**src/pir_pkg.sv**
```systemverilog
// constants and types of the peripheral interrupt routing block
package pir_pkg;

  localparam int NLINE = 25;
  localparam int NSRC  = 8;
  localparam int PW    = 2;
  localparam int NPRIO = 8;
  localparam int PRIO_LSB = 6;

  localparam logic [4:0] LINE_POWER = 5'h00;
  localparam logic [4:0] LINE_SYS   = 5'h01;
  localparam logic [4:0] LINE_WDOG  = 5'h02;
  localparam logic [4:0] LINE_RTC   = 5'h03;
  localparam logic [4:0] LINE_EXT   = 5'h04;
  localparam logic [4:0] LINE_NVM   = 5'h05;
  localparam logic [4:0] LINE_EVS   = 5'h06;
  localparam logic [4:0] LINE_SER0  = 5'h07;
  localparam logic [4:0] LINE_SER5  = 5'h0C;
  localparam logic [4:0] LINE_TMR0  = 5'h0D;
  localparam logic [4:0] LINE_TMR7  = 5'h14;
  localparam logic [4:0] LINE_ADC   = 5'h15;
  localparam logic [4:0] LINE_ACMP  = 5'h16;
  localparam logic [4:0] LINE_DAC   = 5'h17;
  localparam logic [4:0] LINE_TOUCH = 5'h18;

  // core controller register offsets
  localparam logic [11:0] OFF_PEND_SET = 12'h000;
  localparam logic [11:0] OFF_PEND_CLR = 12'h004;
  localparam logic [11:0] OFF_LEN_SET  = 12'h008;
  localparam logic [11:0] OFF_LEN_CLR  = 12'h00C;
  localparam logic [11:0] OFF_STAT     = 12'h010;
  localparam logic [11:0] OFF_MASK     = 12'h014;
  localparam logic [11:0] OFF_PRIO     = 12'h020;
  // peripheral windows: base + line * stride, then flag / set / clear words
  localparam logic [11:0] OFF_PER      = 12'h100;
  localparam logic [11:0] PER_STRIDE   = 12'h010;
  localparam logic [1:0]  SUB_FLAG     = 2'h0;
  localparam logic [1:0]  SUB_ENSET    = 2'h1;
  localparam logic [1:0]  SUB_ENCLR    = 2'h2;

  typedef logic [NLINE-1:0][NSRC-1:0] pir_evt_t;
  typedef logic [NLINE-1:0][PW-1:0]   pir_prio_t;
  typedef logic [NLINE-1:0]           pir_line_t;

  typedef enum logic [1:0] {
    ST_IDLE = 2'b01,
    ST_RESP = 2'b10
  } pir_st_t;

  typedef struct packed {
    logic        psel;
    logic        penable;
    logic        pwrite;
    logic [11:0] paddr;
    logic [31:0] pwdata;
    logic [3:0]  pstrb;
  } pir_apb_req_t;

  typedef struct packed {
    logic        pready;
    logic        pslverr;
    logic [31:0] prdata;
  } pir_apb_rsp_t;

  typedef struct packed {
    pir_st_t      st;
    pir_apb_rsp_t rsp;
    pir_evt_t     flag;
    pir_evt_t     en;
    pir_line_t    req;
    pir_line_t    pend;
    pir_line_t    lineEn;
    pir_line_t    stat;
    pir_line_t    mask;
    pir_prio_t    prio;
    logic         irq;
    logic         nmi;
  } pir_state_t;

  typedef struct packed {
    logic       valid;
    logic [4:0] line;
  } pir_arb_t;

  localparam pir_state_t PIR_RST = '{st: ST_IDLE, default: '0};

endpackage

```
**src/pir_top.sv**
```systemverilog
// peripheral interrupt flags, line combining and core interrupt controller
//
// The APB interface to the registers and the placing of the registers are this design's own decisions.
`timescale 1ns/1ps
module pir_top (
  // clock and reset
  input  wire logic              clk_sys,
  input  wire logic              rst_n,
  // register bus
  input  wire pir_pkg::pir_apb_req_t apbReq,
  output pir_pkg::pir_apb_rsp_t  apbRsp,
  // peripheral conditions, indexed by line
  input  wire pir_pkg::pir_evt_t periphEvt,
  input  wire logic              nmiSrc,
  // processor side
  input  wire logic              coreAck,
  output pir_pkg::pir_line_t     lineReq,
  output pir_pkg::pir_line_t     pendOut,
  output logic                   actValid,
  output logic [4:0]             actLine,
  output logic                   nmiOut,
  output logic                   irqOut
);

  pir_pkg::pir_state_t q;
  pir_pkg::pir_state_t d;
  pir_pkg::pir_arb_t   arb;

  logic [11:0]          off;
  logic [31:0]          wm;
  logic [7:0]           wm8;
  logic                 isPer;
  logic [4:0]           pIdx;
  logic [1:0]           sub;
  logic                 commit;
  logic                 wrHit;
  logic                 flagClrHit;
  logic                 enSetHit;
  logic                 enClrHit;
  logic                 prioWr0;
  logic [1:0]           prioField0;
  pir_pkg::pir_line_t   reqNow;
  pir_pkg::pir_line_t   pendEn;

  // byte lanes to bit mask
  function automatic logic [31:0] strbMask(input logic [3:0] s);
    logic [31:0] m;
    m = '0;
    for (int b = 0; b < 4; b++) begin
      m[b*8 +: 8] = {8{s[b]}};
    end
    return m;
  endfunction

  // pack four priority fields into one word
  function automatic logic [31:0] prioWord(input pir_pkg::pir_prio_t p,
                                           input logic [2:0] n);
    logic [31:0] w;
    int          l;
    w = '0;
    for (int b = 0; b < 4; b++) begin
      l = int'(n) * 4 + b;
      if (l < pir_pkg::NLINE) begin
        w[b*8 + pir_pkg::PRIO_LSB +: pir_pkg::PW] = p[l];
      end
    end
    return w;
  endfunction

  // address decode
  always_comb begin
    logic [11:0] rel;
    rel    = apbReq.paddr - pir_pkg::OFF_PER;
    off    = apbReq.paddr;
    isPer  = (off >= pir_pkg::OFF_PER) &&
             (rel < 12'(pir_pkg::NLINE) * pir_pkg::PER_STRIDE) &&
             (off[1:0] == 2'h0);
    pIdx   = rel[8:4];
    sub    = rel[3:2];
    wm     = apbReq.pwdata & strbMask(apbReq.pstrb);
    wm8    = wm[7:0];
  end

  assign commit     = (q.st == pir_pkg::ST_RESP) && apbReq.psel && apbReq.penable;
  assign wrHit      = commit && apbReq.pwrite && !q.rsp.pslverr;
  assign flagClrHit = wrHit && isPer && (sub == pir_pkg::SUB_FLAG);
  assign enSetHit   = wrHit && isPer && (sub == pir_pkg::SUB_ENSET);
  assign enClrHit   = wrHit && isPer && (sub == pir_pkg::SUB_ENCLR);
  assign prioWr0    = wrHit && (off == pir_pkg::OFF_PRIO) && apbReq.pstrb[0];
  assign prioField0 = apbReq.pwdata[pir_pkg::PRIO_LSB +: pir_pkg::PW];

  // per peripheral OR of enabled flags
  always_comb begin
    for (int p = 0; p < pir_pkg::NLINE; p++) begin
      reqNow[p] = |(q.flag[p] & q.en[p]);
    end
  end

  assign pendEn = q.pend & q.lineEn;

  always_comb begin
    logic        hit;
    logic [31:0] rd;
    logic [4:0]  pl;
    pir_pkg::pir_line_t wl;
    pir_pkg::pir_line_t ackClr;
    pir_pkg::pir_line_t pSet;
    pir_pkg::pir_line_t pClr;
    pir_pkg::pir_line_t eSet;
    pir_pkg::pir_line_t eClr;
    pir_pkg::pir_line_t sClr;
    pir_pkg::pir_line_t rise;
    d      = q;
    hit    = 1'b0;
    rd     = '0;
    pl     = '0;
    wl     = wm[pir_pkg::NLINE-1:0];
    ackClr = '0;
    pSet   = '0;
    pClr   = '0;
    eSet   = '0;
    eClr   = '0;
    sClr   = '0;
    rise   = '0;

    // read mux and decode hit
    if (isPer) begin
      hit = (sub != 2'h3);
      case (sub)
        pir_pkg::SUB_FLAG:  rd = {24'h000000, q.flag[pIdx]};
        pir_pkg::SUB_ENSET: rd = {24'h000000, q.en[pIdx]};
        pir_pkg::SUB_ENCLR: rd = {24'h000000, q.en[pIdx]};
        default:            rd = '0;
      endcase
    end else begin
      hit = 1'b1;
      case (off)
        pir_pkg::OFF_PEND_SET,
        pir_pkg::OFF_PEND_CLR: rd = 32'(q.pend);
        pir_pkg::OFF_LEN_SET,
        pir_pkg::OFF_LEN_CLR:  rd = 32'(q.lineEn);
        pir_pkg::OFF_STAT:     rd = 32'(q.stat);
        pir_pkg::OFF_MASK:     rd = 32'(q.mask);
        default: begin
          if (off >= pir_pkg::OFF_PRIO && off < pir_pkg::OFF_PRIO + 12'(pir_pkg::NPRIO * 4) &&
              off[1:0] == 2'h0) begin
            rd = prioWord(q.prio, off[4:2]);
          end else begin
            hit = 1'b0;
          end
        end
      endcase
    end

    // bus handshake, one wait cycle
    case (q.st)
      pir_pkg::ST_IDLE: begin
        d.rsp.pready = 1'b0;
        if (apbReq.psel && apbReq.penable) begin
          d.st          = pir_pkg::ST_RESP;
          d.rsp.pready  = 1'b1;
          d.rsp.pslverr = !hit;
          d.rsp.prdata  = apbReq.pwrite ? 32'h00000000 : rd;
        end
      end
      pir_pkg::ST_RESP: begin
        d.st          = pir_pkg::ST_IDLE;
        d.rsp.pready  = 1'b0;
        d.rsp.pslverr = 1'b0;
      end
      default: begin
        d.st         = pir_pkg::ST_IDLE;
        d.rsp.pready = 1'b0;
      end
    endcase

    // core controller writes
    if (wrHit && !isPer) begin
      case (off)
        pir_pkg::OFF_PEND_SET: pSet = wl;
        pir_pkg::OFF_PEND_CLR: pClr = wl;
        pir_pkg::OFF_LEN_SET:  eSet = wl;
        pir_pkg::OFF_LEN_CLR:  eClr = wl;
        pir_pkg::OFF_STAT:     sClr = wl;
        pir_pkg::OFF_MASK:     d.mask = wl;
        default: begin
          for (int b = 0; b < 4; b++) begin
            pl = 5'(int'(off[4:2]) * 4 + b);
            if (apbReq.pstrb[b] && int'(pl) < pir_pkg::NLINE) begin
              d.prio[pl] = apbReq.pwdata[b*8 + pir_pkg::PRIO_LSB +: pir_pkg::PW];
            end
          end
        end
      endcase
    end

    // peripheral flags and enables
    for (int p = 0; p < pir_pkg::NLINE; p++) begin
      // flag cleared only by a one written
      if (flagClrHit && pIdx == 5'(p)) begin
        d.flag[p] = q.flag[p] & ~wm8;
      end
      d.flag[p] = d.flag[p] | periphEvt[p];
      if (enSetHit && pIdx == 5'(p)) begin
        d.en[p] = q.en[p] | wm8;
      end
      if (enClrHit && pIdx == 5'(p)) begin
        d.en[p] = q.en[p] & ~wm8;
      end
    end

    // one ORed request per peripheral line
    d.req = reqNow;

    // acknowledge retires the active line
    if (coreAck && arb.valid) begin
      ackClr[arb.line] = 1'b1;
    end

    // request sets pending, set wins over clear
    d.pend   = (q.pend & ~pClr & ~ackClr) | pSet | q.req;
    d.lineEn = (q.lineEn | eSet) & ~eClr;

    // sticky status on request rise, write one clears
    rise   = d.req & ~q.req;
    d.stat = (q.stat & ~sClr) | rise;
    d.irq  = |(d.stat & d.mask);

    d.nmi = nmiSrc;
  end

  always_ff @(posedge clk_sys) begin
    if (!rst_n) begin
      q <= pir_pkg::PIR_RST;
    end else begin
      q <= d;
    end
  end

  // only pending and enabled lines compete
  pir_arb u_arb (
    .clk_sys (clk_sys),
    .rst_n   (rst_n),
    .cand    (pendEn),
    .prio    (q.prio),
    .sel     (arb)
  );

  assign apbRsp   = q.rsp;
  assign lineReq  = q.req;
  assign pendOut  = q.pend;
  assign actValid = arb.valid;
  assign actLine  = arb.line;
  assign nmiOut   = q.nmi;
  assign irqOut   = q.irq;
endmodule

```
**src/pir_arb.sv**
```systemverilog
// priority selection of the active line
`timescale 1ns/1ps
module pir_arb (
  // clock and reset
  input  wire logic            clk_sys,
  input  wire logic            rst_n,
  // candidates
  input  wire pir_pkg::pir_line_t cand,
  input  wire pir_pkg::pir_prio_t prio,
  // selection
  output pir_pkg::pir_arb_t    sel
);

  pir_pkg::pir_arb_t q;
  pir_pkg::pir_arb_t d;

  // lowest priority value wins, lowest line on a tie
  always_comb begin
    logic [pir_pkg::PW-1:0] best;
    best = '1;
    d    = '0;
    for (int i = 0; i < pir_pkg::NLINE; i++) begin
      if (cand[i] && (!d.valid || prio[i] < best)) begin
        d.valid = 1'b1;
        d.line  = 5'(i);
        best    = prio[i];
      end
    end
  end

  always_ff @(posedge clk_sys) begin
    if (!rst_n) begin
      q <= '0;
    end else begin
      q <= d;
    end
  end

  assign sel = q;

endmodule

```
**config.mk**
```make
export PLATFORM = sky130hd
export DESIGN_NAME = pir_top
export DESIGN_NICKNAME = d
export VERILOG_FILES = /design/src/pir_pkg.sv /design/src/pir_top.sv /design/src/pir_arb.sv
export SDC_FILE = /design/constraint.sdc
export NUM_CORES = 2
export LEC_CHECK = 0
export ABC_CLOCK_PERIOD_IN_PS = 5980
export BUFFER_PORTS_ARGS = -buffer_cell sky130_fd_sc_hd__buf_2
export CORE_ASPECT_RATIO = 2
export CORE_UTILIZATION = 61
export CTS_BUF_LIST = sky130_fd_sc_hd__clkbuf_8
export CTS_CLUSTER_DIAMETER = 80
export DETAILED_ROUTE_END_ITERATION = 8
export GPL_ROUTABILITY_DRIVEN = 0
export GPL_TIMING_DRIVEN = 0
export PLACE_DENSITY = 0.82
export SLEW_MARGIN = 15
export SYNTH_ARGS = -nofsm -noshare
export SYNTH_HDL_FRONTEND = slang
export SYNTH_HIERARCHICAL = 1
export SYNTH_SLANG_ARGS = --single-unit
```
**constraint.sdc**
```tcl
create_clock -name clk_sys -period 5.98 [get_ports clk_sys]
set_input_delay 1.196 -clock clk_sys [delete_from_list [all_inputs] [get_ports clk_sys]]
set_output_delay 1.196 -clock clk_sys [all_outputs]
set_load 0.005 [all_outputs]
```
==> run summary, run 1 <==
pre-CTS setup slack -> 0.2372 ns
Initial Util -> 0.6160
Yosys cell types -> 104
Synth Area in Simple Gates -> 0.1894
Die H -> 325.1 um
Fail Step -> global routing
CTS resizes -> 0
largest family of logic cells by synthesized area -> compound AO/OA/AOI/OAI gates
Yosys Warn Count -> 6
Syn Std Cell Area -> 31,830 sq um
ys async rst share -> 0
total track usage -> 0.7294
first-pass GRT wire length -> 289.1 mm
Synth Area in Compound Gates -> 0.2528
largest net degree at the start of global routing -> 13
clock sink count -> 614
top-count cell post-synth -> dfxtp_1
Yosys top cell area share -> 0.3861
H-tree depth -> 3
aggregate global routing overflow -> 1,033
syn avg cell area -> 8.217 sq um
tool error -> [ERROR GRT-0116] Global routing finished with congestion. Check the congestion regions in the DRC Viewer.
post-CTS setup buffers -> 0
row count -> 118
XOR/XNOR Fraction of Synth Area -> 0.0005503
DIE WIDTH -> 163.5 um
cts hold-fix bufs -> 0
I/O pin count -> 347
I/O Buffers -> 330
hpwl dp -> 126.3 mm
Post-Synth Adder-Cell Area -> 0.004874
register area share after synthesis -> 0.3861
CTS root buffer -> clkbuf_8
Seq cells post-synth -> 614
largest area contributor in the netlist -> dfxtp_1
vias in the first global route -> 40,080
Synth Flop Type -> dfxtp_1
multiplexer share of the synthesized area -> 0.09697
cells after synthesis -> 3,874
Post-synth EDFFs -> 0
Max clock buf depth -> 3
clock buffer count from CTS -> 85
status -> stopped before the end
Synth top cells by count -> dfxtp_1 (614), a21oi_1 (561), nor2_1 (401)
top cells by area, synth -> dfxtp_1 (39%), a21oi_1 (8.8%), mux4_2 (7.1%)
through the flow:
step                      hold WS (ns)  cells  cell area [sq um]
after CTS                       0.4622   5020              36110
after detailed placement        0.4532   4869              34350
after global placement          0.4414   4868              34330
after floorplan                 0.4302   3878              31850
routing by layer:
| layer | GRT usage | GRT overflow |
|---|---|---|
| met1 | 0.6889 | 14 |
| met2 | 0.9433 | 671 |
| met3 | 0.5368 | 27 |
| met4 | 0.7617 | 320 |
| met5 | 0.2718 | 1 |
logic make-up after synthesis:
kind of cell | after synthesis
other | 1
adders and majority gates | 13
and+or+nand+nor | 1283
DFF | 614
muxes | 181
AOI/OAI and AO/OA | 1322
buffers and inverters | 458
xor gates and xnor gates | 2
==> inputs of run 2 (changes only) <==
--- a/config.mk
+++ b/config.mk
@@ -7,14 +7,11 @@
 export LEC_CHECK = 0
 export ABC_CLOCK_PERIOD_IN_PS = 5980
 export BUFFER_PORTS_ARGS = -buffer_cell sky130_fd_sc_hd__buf_2
-export CORE_ASPECT_RATIO = 2
-export CORE_UTILIZATION = 61
-export CTS_BUF_LIST = sky130_fd_sc_hd__clkbuf_8
-export CTS_CLUSTER_DIAMETER = 80
+export CORE_UTILIZATION = 40
 export DETAILED_ROUTE_END_ITERATION = 8
 export GPL_ROUTABILITY_DRIVEN = 0
 export GPL_TIMING_DRIVEN = 0
-export PLACE_DENSITY = 0.82
+export PLACE_DENSITY_LB_ADDON = 0.15
 export SLEW_MARGIN = 15
 export SYNTH_ARGS = -nofsm -noshare
 export SYNTH_HDL_FRONTEND = slang
==> run 2 against run 1 <==
The run now ends clean. Synthesized cell count stayed put. Area after synthesis unchanged.
==> run summary, run 2 <==
share of cells above drive strength 1 -> 0.1763
Synth Flop Type -> dfxtp_1 (unchanged)
Yosys Warn Count -> 6 (unchanged)
die area -> 80,720 sq um
Vias/cell -> 6.523
Sw Pwr -> 2696 uW
vias in the first global route -> 32,200
setup ws final -> 0.5425 ns
Post-synth EDFFs -> 0 (unchanged)
Initial Util -> 0.4036 (was 0.6160)
Fin Setup TNS -> 0 ns
I/O pin count -> 347 (unchanged)
CTS tree -> done
clock buffer count from CTS -> 71 (was 85)
Yosys top cell area share -> 0.3861 (unchanged)
initial antenna violation count -> 17
Clk pwr share -> 0.460
hpwl dp -> 126.4 mm (was 126.3 mm)
Yosys cell types -> 104 (unchanged)
cts hold-fix bufs -> 0 (unchanged)
post-CTS setup buffers -> 0 (unchanged)
TritonRoute pass-1 iters -> 7
most common cell after layout, fill and taps aside -> dfxtp_1
part of the cycle the worst path needs -> 0.9093
top-count cell post-synth -> dfxtp_1 (unchanged)
RSZ-0062 raised after global routing -> no
DRC -> 0
Synth top cells by count -> dfxtp_1 (614), a21oi_1 (561), nor2_1 (401) (unchanged)
CP arrival -> 5.97 ns
Die H -> 284.1 um (was 325.1 um)
nature of the critical path endpoint -> flop
Tmin final -> 5.438 ns
Slew @ Worst Pin -> 1.318 ns
row count -> 103 (was 118)
sequential power share -> 0.447
largest net degree at the start of global routing -> 15
register area share after synthesis -> 0.3861 (unchanged)
Clock Latency Late Sink -> 0.66 ns
Syn Std Cell Area -> 31,830 sq um (unchanged)
Req. time, crit path -> 6.51 ns
WL final -> 166.9 mm
core area -> 78,870 sq um
top cells by area, synth -> dfxtp_1 (39%), a21oi_1 (8.8%), mux4_2 (7.1%) (unchanged)
PD cells -> 259.4 nW/um^2
post-route cell area -> 37,250 sq um
Final ANT Viol Nets -> 0
largest area contributor in the netlist -> dfxtp_1 (unchanged)
CTS resizes -> 0 (unchanged)
Worst VDD drop -> 0.0001973 V
Comb pwr share -> 0.093
DRT iter0 DRCs -> 5,677
critical path launch point type -> flop
clk_skew -> 0.03116 ns
H-tree depth -> 3 (unchanged)
Seq cells post-synth -> 614 (unchanged)
pre-CTS setup slack -> 0.5167 ns (was 0.2372 ns)
status -> complete, no violations (was stopped before the end)
Internal -> 6967 uW
CTS root buffer -> clkbuf_16 (was clkbuf_8)
Leakage -> 0.01375 uW
count of pins over their slew limit -> 0
FMAX -> 183.9 MHz
syn avg cell area -> 8.217 sq um (unchanged)
Setup violations, final -> 0
critical path class -> reg2reg
aggregate global routing overflow -> 0
Max FO, Critical Path -> 10
first-pass GRT wire length -> 232.7 mm
HP Class -> reg2reg
max-cap violation count -> 0
clock-pin slew on the worst setup and hold paths -> 0.06 ns
wire length per cell -> 30.93 um
I/O Buffers -> 330 (unchanged)
# fillers -> 8,039
ys async rst share -> 0 (unchanged)
placed cell area -> 34,870 sq um (was 34,350 sq um)
Max clock buf depth -> 3 (unchanged)
register area -> 12,290 sq um
total track usage -> 0.3986
most frequent cells in the layout -> dfxtp_1 (614), a21oi_1 (561), nor2_1 (401)
clock sink count -> 614 (unchanged)
switching part of the total -> 0.2790
NumNets Final -> 4,548
via count of the routed design -> 35,190
Max-slew headroom -> 0.1216
final hold vios -> 0
Layout area overhead -> 17.02%
DIE WIDTH -> 284.1 um (was 163.5 um)
cells after synthesis -> 3,874 (unchanged)
Multi-input gate area -> 17,420 sq um
==> run 2: cell counts after synthesis <==
Identical to the previous run, type by type.
==> run 2: cells by family (layout without fill, tap and decap cells) <==
group                    count (synthesis)  in the layout  synth area share
AO/OA/AOI/OAI                         1322           1322            0.2528
other                                    1             11         0.0001178
AND/OR/NAND/NOR                       1283           1283            0.1894
buffers and inverters                  458            919           0.06914
multiplexers                           181            181           0.09697
flip-flops                             614            614            0.3861
XOR/XNOR                                 2              2         0.0005504
adder cells (fa/ha/maj)                 13             13          0.004874
==> run 2: power by group through the flow <==
stage          clock network, uW  registers, uW  logic (uW)
2_1_floorplan                  0           4330         413
3_3_place_gp                   0           4400         828
3_5_place_dp                   0           4400         833
4_1_cts                     4430           4310         836
5_1_grt                     4590           4320         903
6_report                    4450           4320         895
==> run 2: area by class of cell <==
type,instances,area share
diodes,6,0.0004030
well taps,1050,0.03527
clock buffers,107,0.05784
repair buffers,332,0.04477
flip-flops and latches,614,0.3300
plain buffers,357,0.04927
clock inverters,22,0.004769
multi-input cells,2806,0.4675
inverters,101,0.01018
==> run 2: critical path, stage by stage (launching register included) <==
cell and delay, ns:
dfxtp_1 0.38, and2_1 0.25, buf_4 0.19, and2b_4 0.17, or3_1 0.34, buf_2 0.18, buf_2 0.21, nor3_2 0.53
a21boi_1 0.17, o2bb2ai_1 0.25, nor3b_1 0.11, a211oi_2 0.44, o221a_2 0.30, o21ai_1 0.13, o211a_1 0.26, a2bb2oi_2 0.15
a21o_1 0.23, o21a_1 0.19, ha_1 0.27, o22ai_1 0.07, nand2_1 0.09, nand3_1 0.10, o31a_1 0.31
==> run 2: per-stage QoR <==
stage	utilization	cells	hold slack [ns]	power, uW
floorplan	-	3878	0.4302	4741
global placement	0.4414	5258	0.4559	5225
detailed placement	0.4421	5259	0.4632	5232
CTS	0.4717	5388	0.4715	9570
global route	0.4721	5389	0.4975	9807
finish	0.4723	5395	0.4690	9663
==> run 2: final timing paths <==
kind,startpoint,slack [ns],endpoint,cells past startpoint
worst max register to register,pendOut[0]$_SDFF_PN0_,0.54,u_arb/sel[4]$_SDFF_PN0_,22
worst max-delay path,pendOut[0]$_SDFF_PN0_,0.54,u_arb/sel[4]$_SDFF_PN0_,22
worst min-delay path,apbRsp[14]$_SDFFE_PN0P_,0.47,apbRsp[14]$_SDFFE_PN0P_,2
worst min register to register,apbRsp[14]$_SDFFE_PN0P_,0.47,apbRsp[14]$_SDFFE_PN0P_,2
==> run 2: per-layer routing <==
metal	up-vias	global-route usage	part of all wire
met1	16840	0.4804	0.36
met2	2697	0.5903	0.42
met4	20	0.2841	0.089
met5	-	0.01548	0.0017
met3	698	0.1369	0.13
li1	14930	-	-
Power figures use the tool's default switching activity.
